$ cat src/inc/spi_flags_pkg.sv
// Register map, field layout and timing constants of the serial port flags.
package spi_flags_pkg;

	// Register byte offsets on the AXI4-Lite slave.
	localparam logic [7:0] OFF_CTRL = 8'h00;
	localparam logic [7:0] OFF_DATA = 8'h04;
	localparam logic [7:0] OFF_CFG  = 8'h08;
	localparam logic [7:0] OFF_MASK = 8'h0c;

	// Control register layout and reset value.
	localparam logic [7:0] CTRL_RESET    = 8'h06;
	localparam int         CTRL_FLAG_LSB = 4;
	localparam int         CTRL_SSM_LSB  = 2;
	localparam int         CTRL_TXE_BIT  = 1;
	localparam int         CTRL_EN_BIT   = 0;

	// Flag vector positions, shared by status and mask.
	localparam int FL_DONE = 3;
	localparam int FL_WRITE_COLLISION_FLAG = 2;
	localparam int FL_MODE_FAULT_FLAG = 1;
	localparam int FL_OVR  = 0;

	// Configuration register layout.
	localparam int CFG_BUSY  = 7;
	localparam int CFG_MASTER_ENABLE = 6;
	localparam int CFG_SEL   = 3;
	localparam int CFG_NSSIN = 2;
	localparam int CFG_SRMT  = 1;
	localparam int CFG_RXBMT = 0;

	// Slave select modes.
	localparam logic [1:0] SSM_3WIRE = 2'h0;
	localparam logic [1:0] SSM_MULTI = 2'h1;

	// Bus responses.
	localparam logic [1:0] RESP_OKAY   = 2'h0;
	localparam logic [1:0] RESP_SLVERR = 2'h2;

	// Timing counts in system clock cycles.
	localparam logic [7:0] SCK_HALF_CYCLES = 8'h04;
	localparam int         DEGLITCH_CYCLES = 4;

endpackage : spi_flags_pkg

$ cat src/inc/link_samples_if.sv
// Synchronised link samples passed from the pin sampler to the flag logic.
`timescale 1ns/1ns
interface link_samples_if;
	logic rise;
	logic fall;
	logic mosi;
	logic miso;
	logic nss_raw;
	logic sel;

	modport src (output rise, fall, mosi, miso, nss_raw, sel);
	modport dst (input rise, fall, mosi, miso, nss_raw, sel);
endinterface : link_samples_if

$ cat src/hdl/link_sampler.sv
// Pin synchroniser, clock edge finder and slave select de-glitcher.
`timescale 1ns/1ns
module link_sampler #(
	parameter int DEGLITCH = spi_flags_pkg::DEGLITCH_CYCLES
) (
	// Clock and reset.
	input  wire logic      clk_sys_in,
	input  wire logic      nrst_in,
	// Raw pins.
	input  wire logic      sck_in,
	input  wire logic      mosi_in,
	input  wire logic      miso_in,
	input  wire logic      nss_in,
	// Samples.
	link_samples_if.src    link
);
	typedef struct packed {
		logic [3:0] s1;
		logic [3:0] s2;
		logic       sck_prev;
		logic       rise;
		logic       fall;
		logic [3:0] cnt;
		logic       sel;
	} smp_t;

	smp_t q;
	smp_t d;

	always_comb begin
		d          = q;
		d.s1       = {sck_in, mosi_in, miso_in, nss_in};
		d.s2       = q.s1;
		d.sck_prev = q.s2[3];
		d.rise     = q.s2[3] & ~q.sck_prev;
		d.fall     = ~q.s2[3] & q.sck_prev;
		// Selection follows the pin only after it has held for a while.
		if (q.s2[0] != q.sel) begin
			d.cnt = '0;
		end else if (q.cnt == 4'(DEGLITCH - 1)) begin
			d.cnt = '0;
			d.sel = ~q.s2[0];
		end else begin
			d.cnt = 4'(q.cnt + 4'h1);
		end
	end

	always_ff @(posedge clk_sys_in) begin
		if (!nrst_in) begin
			q <= '{s1: 4'h1, s2: 4'h1, default: '0};
		end else begin
			q <= d;
		end
	end

	assign link.rise    = q.rise;
	assign link.fall    = q.fall;
	assign link.mosi    = q.s2[2];
	assign link.miso    = q.s2[1];
	assign link.nss_raw = q.s2[0];
	assign link.sel     = q.sel;

endmodule : link_sampler

$ cat src/hdl/spi_control_flags.sv
// Serial port status flags, slave select modes and AXI4-Lite registers.
`timescale 1ns/1ns

module spi_control_flags #(
	parameter int         ADDR_W   = 8,
	parameter logic [7:0] SCK_HALF = spi_flags_pkg::SCK_HALF_CYCLES
) (
	// Clock and reset.
	input  wire logic              clk_sys_in,
	input  wire logic              nrst_in,
	// AXI4-Lite write channels.
	input  wire logic [ADDR_W-1:0] awaddr_in,
	input  wire logic              awvalid_in,
	output logic                   awready_out,
	input  wire logic [31:0]       wdata_in,
	input  wire logic [3:0]        wstrb_in,
	input  wire logic              wvalid_in,
	output logic                   wready_out,
	output logic [1:0]             bresp_out,
	output logic                   bvalid_out,
	input  wire logic              bready_in,
	// AXI4-Lite read channels.
	input  wire logic [ADDR_W-1:0] araddr_in,
	input  wire logic              arvalid_in,
	output logic                   arready_out,
	output logic [31:0]            rdata_out,
	output logic [1:0]             rresp_out,
	output logic                   rvalid_out,
	input  wire logic              rready_in,
	// Serial bus pins.
	input  wire logic              sck_in,
	output logic                   sck_out,
	output logic                   sck_oe_out,
	input  wire logic              mosi_in,
	output logic                   mosi_out,
	output logic                   mosi_oe_out,
	input  wire logic              miso_in,
	output logic                   miso_out,
	output logic                   miso_oe_out,
	input  wire logic              nss_in,
	output logic                   nss_out,
	output logic                   nss_oe_out,
	// Interrupt.
	output logic                   irq_out
);
	typedef struct packed {
		logic        awready;
		logic        bvalid;
		logic [1:0]  bresp;
		logic        arready;
		logic        rvalid;
		logic [1:0]  rresp;
		logic [31:0] rdata;
		logic [3:0]  flags;
		logic [1:0]  ssmode;
		logic        txe;
		logic        en;
		logic        master_enable;
		logic [3:0]  mask;
		logic [7:0]  txbuf;
		logic [7:0]  rxbuf;
		logic        rxfull;
		logic [7:0]  shift;
		logic [2:0]  bits;
		logic        busy;
		logic [7:0]  div;
		logic        sck;
		logic        dout;
		logic        sck_oe;
		logic        mosi_oe;
		logic        miso_oe;
		logic        nss_out;
		logic        nss_oe;
		logic        irq;
	} state_t;

	state_t q;
	state_t d;

	link_samples_if link ();

	link_sampler u_sampler (
		.clk_sys_in (clk_sys_in),
		.nrst_in    (nrst_in),
		.sck_in     (sck_in),
		.mosi_in    (mosi_in),
		.miso_in    (miso_in),
		.nss_in     (nss_in),
		.link       (link.src)
	);

	function automatic logic hit(input logic [ADDR_W-1:0] a,
	                             input logic [7:0] off);
		return a == ADDR_W'(off);
	endfunction : hit

	function automatic logic mapped(input logic [ADDR_W-1:0] a);
		return hit(a, spi_flags_pkg::OFF_CTRL) ||
		       hit(a, spi_flags_pkg::OFF_DATA) ||
		       hit(a, spi_flags_pkg::OFF_CFG) ||
		       hit(a, spi_flags_pkg::OFF_MASK);
	endfunction : mapped

	// Bus strobes, one cycle each, then shifter select, edge and data signals.
	logic wr_go;
	logic rd_go;
	logic wr_ctrl;
	logic wr_data;
	logic wr_cfg;
	logic wr_mask;
	logic rd_data;
	logic sel_active;
	logic tick;
	logic take;
	logic give;
	logic bit_in;
	logic [7:0] nb;

	assign wr_go   = q.awready & awvalid_in & wvalid_in;
	assign rd_go   = q.arready & arvalid_in;
	assign wr_ctrl = wr_go & wstrb_in[0] & hit(awaddr_in, spi_flags_pkg::OFF_CTRL);
	assign wr_data = wr_go & wstrb_in[0] & hit(awaddr_in, spi_flags_pkg::OFF_DATA);
	assign wr_cfg  = wr_go & wstrb_in[0] & hit(awaddr_in, spi_flags_pkg::OFF_CFG);
	assign wr_mask = wr_go & wstrb_in[0] & hit(awaddr_in, spi_flags_pkg::OFF_MASK);
	assign rd_data = rd_go & hit(araddr_in, spi_flags_pkg::OFF_DATA);

	// In three-wire mode the slave is always selected.
	assign sel_active = (q.ssmode == spi_flags_pkg::SSM_3WIRE) || link.sel;
	assign tick   = q.busy && q.master_enable && (q.div == 8'(SCK_HALF - 8'h01));
	assign take   = q.busy && (q.master_enable ? tick && !q.sck
	                                   : sel_active && link.rise);
	assign give   = q.busy && (q.master_enable ? tick && q.sck
	                                   : sel_active && link.fall);
	assign bit_in = q.master_enable ? link.miso : link.mosi;
	assign nb     = {q.shift[6:0], bit_in};

	always_comb begin
		d         = q;
		d.awready = 1'b0;
		d.arready = 1'b0;

		// Write address and data are taken together, then answered.
		if (!q.awready && !q.bvalid && awvalid_in && wvalid_in) begin
			d.awready = 1'b1;
		end
		if (wr_go) begin
			d.bvalid = 1'b1;
			d.bresp  = mapped(awaddr_in) ? spi_flags_pkg::RESP_OKAY
			                             : spi_flags_pkg::RESP_SLVERR;
		end else if (q.bvalid && bready_in) begin
			d.bvalid = 1'b0;
		end

		if (!q.arready && !q.rvalid && arvalid_in) begin
			d.arready = 1'b1;
		end
		if (rd_go) begin
			d.rvalid = 1'b1;
			d.rresp  = mapped(araddr_in) ? spi_flags_pkg::RESP_OKAY
			                             : spi_flags_pkg::RESP_SLVERR;
			d.rdata  = '0;
			if (hit(araddr_in, spi_flags_pkg::OFF_CTRL)) begin
				d.rdata[spi_flags_pkg::CTRL_FLAG_LSB +: 4] = q.flags;
				d.rdata[spi_flags_pkg::CTRL_SSM_LSB +: 2]  = q.ssmode;
				d.rdata[spi_flags_pkg::CTRL_TXE_BIT]       = q.txe;
				d.rdata[spi_flags_pkg::CTRL_EN_BIT]        = q.en;
			end else if (hit(araddr_in, spi_flags_pkg::OFF_DATA)) begin
				d.rdata[7:0] = q.rxbuf;
			end else if (hit(araddr_in, spi_flags_pkg::OFF_CFG)) begin
				d.rdata[spi_flags_pkg::CFG_BUSY]  = q.busy;
				d.rdata[spi_flags_pkg::CFG_MASTER_ENABLE] = q.master_enable;
				d.rdata[spi_flags_pkg::CFG_SEL]   = link.sel;
				d.rdata[spi_flags_pkg::CFG_NSSIN] = link.nss_raw;
				d.rdata[spi_flags_pkg::CFG_SRMT]  = !q.busy || q.master_enable;
				d.rdata[spi_flags_pkg::CFG_RXBMT] = !q.rxfull || q.master_enable;
			end else if (hit(araddr_in, spi_flags_pkg::OFF_MASK)) begin
				d.rdata[spi_flags_pkg::CTRL_FLAG_LSB +: 4] = q.mask;
			end
		end else if (q.rvalid && rready_in) begin
			d.rvalid = 1'b0;
		end

		// Software effects come first so that hardware events win.
		if (rd_data) begin
			d.rxfull = 1'b0;
		end
		if (wr_ctrl) begin
			d.flags  = q.flags & ~wdata_in[spi_flags_pkg::CTRL_FLAG_LSB +: 4];
			d.ssmode = wdata_in[spi_flags_pkg::CTRL_SSM_LSB +: 2];
			d.en     = wdata_in[spi_flags_pkg::CTRL_EN_BIT];
		end
		if (wr_cfg) begin
			d.master_enable = wdata_in[spi_flags_pkg::CFG_MASTER_ENABLE];
		end
		if (wr_mask) begin
			d.mask = wdata_in[spi_flags_pkg::CTRL_FLAG_LSB +: 4];
		end
		if (wr_data) begin
			if (!q.txe) begin
				d.flags[spi_flags_pkg::FL_WRITE_COLLISION_FLAG] = 1'b1;
			end else begin
				d.txbuf = wdata_in[7:0];
				d.txe   = 1'b0;
			end
		end

		if (q.master_enable && q.ssmode == spi_flags_pkg::SSM_MULTI && link.sel) begin
			d.flags[spi_flags_pkg::FL_MODE_FAULT_FLAG] = 1'b1;
		end

		// Shifter: load, clock edges, completion.
		if (!q.en) begin
			d.busy = 1'b0;
			d.bits = '0;
			d.sck  = 1'b0;
		end else if (!q.busy) begin
			d.sck = 1'b0;
			if ((q.master_enable && !q.txe) || (!q.master_enable && sel_active)) begin
				d.busy = 1'b1;
				d.bits = '0;
				d.div  = '0;
				if (!q.txe) begin
					d.shift = q.txbuf;
					d.txe   = 1'b1;
					d.dout  = q.txbuf[7];
				end else begin
					d.dout = q.shift[7];
				end
			end
		end else if (!q.master_enable && !sel_active) begin
			d.busy = 1'b0;
			d.bits = '0;
		end else begin
			if (q.master_enable) begin
				d.div = tick ? 8'h00 : 8'(q.div + 8'h01);
				if (tick) begin
					d.sck = ~q.sck;
				end
			end
			if (take) begin
				d.shift = nb;
				d.bits  = 3'(q.bits + 3'h1);
				if (q.bits == 3'h7) begin
					d.busy = 1'b0;
					d.flags[spi_flags_pkg::FL_DONE] = 1'b1;
					if (q.rxfull && !q.master_enable) begin
						d.flags[spi_flags_pkg::FL_OVR] = 1'b1;
					end else begin
						d.rxbuf  = nb;
						d.rxfull = 1'b1;
					end
				end
			end else if (give) begin
				d.dout = q.shift[7];
			end
		end

		// Pin drivers.
		d.sck_oe  = q.master_enable && q.en;
		d.mosi_oe = q.master_enable && q.en;
		d.miso_oe = !q.master_enable && q.en && sel_active;
		d.nss_oe  = q.ssmode[1];
		d.nss_out = q.ssmode[0];
		d.irq     = |(d.flags & d.mask);
	end

	always_ff @(posedge clk_sys_in) begin
		if (!nrst_in) begin
			q <= '{ssmode: spi_flags_pkg::CTRL_RESET[3:2],
			       txe:    spi_flags_pkg::CTRL_RESET[1],
			       default: '0};
		end else begin
			q <= d;
		end
	end

	assign awready_out = q.awready;
	assign wready_out  = q.awready;
	assign bvalid_out  = q.bvalid;
	assign bresp_out   = q.bresp;
	assign arready_out = q.arready;
	assign rvalid_out  = q.rvalid;
	assign rresp_out   = q.rresp;
	assign rdata_out   = q.rdata;
	assign sck_out     = q.sck;
	assign sck_oe_out  = q.sck_oe;
	assign mosi_out    = q.dout;
	assign mosi_oe_out = q.mosi_oe;
	assign miso_out    = q.dout;
	assign miso_oe_out = q.miso_oe;
	assign nss_out     = q.nss_out;
	assign nss_oe_out  = q.nss_oe;
	assign irq_out     = q.irq;
endmodule : spi_control_flags

$ cat config.mk
export PLATFORM = sky130hd
export DESIGN_NAME = spi_control_flags
export DESIGN_NICKNAME = d
export VERILOG_FILES = /design/src/inc/spi_flags_pkg.sv /design/src/inc/link_samples_if.sv /design/src/hdl/link_sampler.sv /design/src/hdl/spi_control_flags.sv
export SDC_FILE = /design/constraint.sdc
export NUM_CORES = 1
export LEC_CHECK = 0
export ABC_AREA = 1
export BUFFER_PORTS_ARGS = -buffer_cell sky130_fd_sc_hd__buf_2
export CAP_MARGIN = 20
export CORE_UTILIZATION = 50
export DETAILED_ROUTE_END_ITERATION = 10
export PLACE_DENSITY = 0.83
export SETUP_SLACK_MARGIN = 0.4
export SKIP_CTS_REPAIR_TIMING = 1
export SLEW_MARGIN = 20
export SYNTH_ARGS = -nofsm -noshare
export SYNTH_HDL_FRONTEND = slang
export SYNTH_SLANG_ARGS = --single-unit
$ cat constraint.sdc
create_clock -name clk_sys_in -period 1.8 [get_ports clk_sys_in]
set_input_delay 0.09 -clock clk_sys_in [delete_from_list [all_inputs] [get_ports clk_sys_in]]
set_output_delay 0.09 -clock clk_sys_in [all_outputs]
set_load 0.01 [all_outputs]
======== After elaboration in Yosys (flattened, before gate mapping) ========
Index checks and enable logic that the tools add are counted.
cells by class
  add/subtract/negate cells ............... 3
  eq/ne operators ......................... 18
  muxes and demuxes ....................... 58
  bitwise logic cells ..................... 22
  reduce and logical (&&, ||, !) cells .... 62
operators by type and width
  cell                                                                     count
  1-bit two-way mux                                                        38
  8-bit by 4-bit == test with 1-bit output, second input constant          4
  8-bit two-way mux                                                        4
  9-bit two-way mux                                                        3
  1-bit logical AND                                                        24
  22-bit two-way mux                                                       1
  20-bit two-way mux                                                       1
  8-bit by 3-bit == test with 1-bit output, second input constant          2
  8-bit logical NOT                                                        2
  4-bit two-way mux                                                        4
  13-bit two-way mux                                                       1
  1-bit bitwise AND                                                        11
  1-bit logical NOT                                                        10
  1-bit logical OR                                                         10
  10-bit two-way mux                                                       1
  5-bit AND reduction                                                      2
  8-bit by 1-bit adder with 8-bit output, second input constant            1
  4-bit bitwise AND                                                        2
  8-bit by 2-bit == test with 1-bit output, second input constant          1
  2-bit two-way mux                                                        4
  1-bit inverter                                                           8
  2-bit AND reduction                                                      4
  6-bit two-way mux                                                        1
  2-bit by 1-bit inequality test with 1-bit output, second input constant  3
  16 further kinds                                                         21
storage, ports and cells
  register bits after elaboration ......... 89
  input port bits ......................... 63
  output and inout bits ................... 50
  logic and storage cells ................. 197

======== Logic depth before layout (Yosys ltp) ========
  word-level depth ........................ 13
  depth in mapped cells ................... 12
  mapped depth without buffers ............ 12

======== Cells and area by module ========
Synthesis repeated with hierarchy kept, for this count alone.
unflattened totals
  cells, all modules ...................... 594
  area, all modules ....................... 4331.7 um^2
by module, submodules not included
  module             times used  cells each  area each (um^2)  seq. area each (um^2)
  spi_control_flags  1           534         3796.1            1421.4
  link_sampler       1           60          535.5             320.3

======== Worst setup path before layout ========
Ideal clock, no wire load.
  path type ............................... register to register
  start ................................... register q[8] in the netlist's numbering
  end ..................................... register q[29] in the netlist's numbering
  library setup time ...................... 0.132 ns
  data arrival time ....................... 1.292 ns
  required time ........................... 1.668 ns
  path slack .............................. 0.376 ns
  stages on the path, launching flop included .. 10
  buffers on the path ..................... 1
  clock period less this slack ............ 1.424 ns
  path through ............................ dfxtp_1 -> ha_1 -> nand2_1 -> nor2_4 -> nand3_2 -> nand2_4 -> nand4_2 -> buf_6 -> nand2_1 -> a21oi_1
on the way
  word-level cells in the longest chain between the ends .. 6
RTL lines
  what                                      line                      source
  from (decl)                               spi_control_flags.sv:77   state_t q;
  from (signal assigned)                    spi_control_flags.sv:269  q <= '{ssmode: spi_flags_pkg::CTRL_RESET[3:2],
  8-bit by 2-bit == test with 1-bit output  spi_control_flags.sv:129  assign tick = q.busy && q.master_enable && (q.div == 8'(SCK_HALF - 8'h01));
  1-bit logical AND                         spi_control_flags.sv:129
  1-bit logical AND                         spi_control_flags.sv:130  assign take = q.busy && (q.master_enable ? tick && !q.sck
  1-bit two-way mux                         spi_control_flags.sv:130
  1-bit logical AND                         spi_control_flags.sv:130
  6-bit AND reduction (no line)             -
Every way passes these cells.
A chain may end at the register's enable or synchronous reset.

======== Final worst setup path ========
  start ................................... register q[9] in the netlist's numbering
  end ..................................... register q[32] in the netlist's numbering
The elaborated chain is that of the path after synthesis.

==> impl_metrics.yaml <==
clock_network:
  numClockSinks: 87
  clock_tree.buffer_depth: 2
  root_buffer: "clkbuf_8"
  cts-htree-levels: 3
  insertion_delay_ns: 0.36
  numCtsBuffers: 9
  path_clk_slew_ns: 0.09
  cts_tree: "yes"
cells_and_area:
  nets: 712
  diodes: 0
  final_cells: 752
  final_core_utilization_pct: 64.78
  area.growth.synth_to_final_pct: 22.68
  drive_gt1_share_pct: 27.23
worst_hold_path:
  min_from: "rready_in"
  holdPathEnd: "rvalid_out$_SDFFE_PN0P_"
  worstHoldPathType: "in2reg"
  min_path_cells: 4
power:
  vdd_ir_drop_max_mv: 0.7555
  leakage_uw: 0.002307
  power_density_nw_per_um2: 754.1
  p_total_uw: 3853
setup_path:
  critPathArrivalTime_ns: 1.84
  crit_start: "q[9]$_SDFFE_PN0P_"
  required_ns: 2.09
  critical_path.max_fanout: 12
  ff2ff_setup_slack_ns: 0.25
  worst_r2r_endpoint: "q[32]$_SDFFE_PN0P_"
  critical_path_class: "reg2reg"
  r2r_cells: 9
  crit_path_start_kind: "flip-flop"
  r2r_start: "q[9]$_SDFFE_PN0P_"
  end_kind: "flip-flop"
route:
  wl_per_cell_um: 14.06
  post-route-drc-count: 0
  num_vias: 3965
  avgViaCountPerCell: 5.273
  wl_um: 10570
  first_pass_iters: 5
  first_iter_violations: 384
  antenna_left: 0
synthesis:
  yosys_warnings: 0
  synth_common_cells: "99 x nand2_1, 87 x dfxtp_1, 62 x inv_1, 58 x nor2_1, 53 x a21oi_1"
  yosysTopAreaCellShare_pct: 41.81
  ys_seq_area_share_pct: 41.81
  synth.most_common_cell: "nand2_1"
  synth_top_area_cell: "dfxtp_1"
  synth-edff-count: 0
  synth_area_leaders: "dfxtp_1 42%, nand2_1 8.9%, buf_4 7.2%"
  synth-main-ff-cell: "dfxtp_1"
  post_synth_num_cell_types: 43
  syn_area_sq_um: 4165
  synth_seq_cells: 87
  avgSynthCellArea_sq_um: 7.372
  async_reset_ff_share_pct: 0
  synthCells: 565
global_routing:
  overflow: 0
  antenna_found_initial: 0
  grt_first_pass_wirelength_um: 15810
  grt_usage_pct: 23.42
  grt_max_degree: 46
  first_global_vias: 3498
sta:
  hold_viol_final: 1
  worst_slew_pin_slew_ns: 0.5318
  rsz0062_at_grt: "yes"
  period_share_pct: 86.16
  fin_skew_ns: 0.006771
  finalSetupTns_ns: 0
  hold_ws_ns: -0.02094
  slew_headroom_pct: 64.55
  slew_viol_final: 0
  post-route-min-period_ns: 1.551
  fmax_mhz: 644.8
  setup_violations: 0
die:
  die-width_um: 93.27
  fp.dieArea_sq_um: 8699
  start_util_pct: 52.81
  io_pins: 113
  die_h_um: 93.27
  placementRows: 32
  core_sq_um: 7888
placed_design:
  routabilityCongestion: 0.9376
  placed_cells: 716
  port-buffer-count: 59
  hpwl_um: 7146
status:
  status: "complete, but fails checks"
  violations: "hold timing"
flow_run:
  maxCapViolCount: 0
-- cell families after synthesis --
logic type               synth area share, %
XOR/XNOR                               1.262
AO/OA/AOI/OAI                          13.49
other                                0.09003
buffers and inverters                  15.53
adder cells (fa/ha/maj)                1.202
AND/OR/NAND/NOR                        26.61
flip-flops                             41.81
-- report_power, final --
| group | switching (uW) | total, uW | internal (uW) |
|---|---|---|---|
| Clock | 718 | 1690 | 970 |
| Sequential | 11.2 | 1950 | 1940 |
| Combinational | 133 | 214 | 81.5 |
| Total | 862 | 3850 | 2990 |
-- flip-flops by register name, indices dropped and copies added, names as in the netlist, 2 cells and up --
register	count
q	41
rdata_out	8
nb	7
u_sampler.d	5
u_sampler.q	5
d	2
-- worst max-delay path, cell delays in order (launching register included) --
cell	delay, ns
dfxtp_4	0.37
ha_4	0.16
nand2_4	0.05
nor2_4	0.14
nand3_2	0.10
nand2_4	0.13
nand2_4	0.13
inv_6	0.12
nand4_1	0.11
a21oi_1	0.16
-- cells in the final DEF (no fill, tap or decap), types with 13 or more instances in the layout --
master,Yosys,final
nor2_1,58,55
a21oi_1,53,51
conb_1,1,26
nand4_1,13,13
nand3_1,35,31
dfxtp_1,87,79
nand2_1,99,92
buf_2,2,59
o21ai_2,0,13
o21ai_0,24,16
buf_4,40,25
inv_1,62,60
-- final cells by class --
| cell class | instances | area, sq um |
|---|---|---|
| fill | 634 | 2778 |
| multi-input combinational | 380 | 2056 |
| sequential | 87 | 1759 |
| timing repair buffer | 99 | 644.4 |
| inverter | 68 | 270.3 |
| clock buffer | 10 | 137.6 |
| tap | 102 | 127.6 |
| clock inverter | 6 | 115.1 |
-- worst max path at each step --
stage               cells after the start                  to  slack (ns)
detailed placement                      9  q[30]$_SDFFE_PN0P_         0.1
CTS                                     9  q[30]$_SDFFE_PN0P_        0.07
finish                                  9  q[32]$_SDFFE_PN0P_        0.25
global placement                        7  q[33]$_SDFFE_PN0P_        0.12
floorplan                               9  q[29]$_SDFFE_PN0P_        0.40
global route                            9  q[32]$_SDFFE_PN0P_        0.14
-- layer usage --
metal	share of wire (%)	wire length, um	track usage [%]
met5	0	0	0
met4	1.5	155	7.821
met3	7.5	792	6.829
met2	50	5325	39.77
met1	41	4300	28.27
-- through the flow --
step	instance area (sq um)	setup slack, ns
2_1_floorplan	4263	0.4011
3_3_place_gp	4447	0.1151
3_5_place_dp	4447	0.09843
4_1_cts	4700	0.06988
5_1_grt	5110	0.1380
6_report	5110	0.2491
Power figures use the tool's default switching activity.
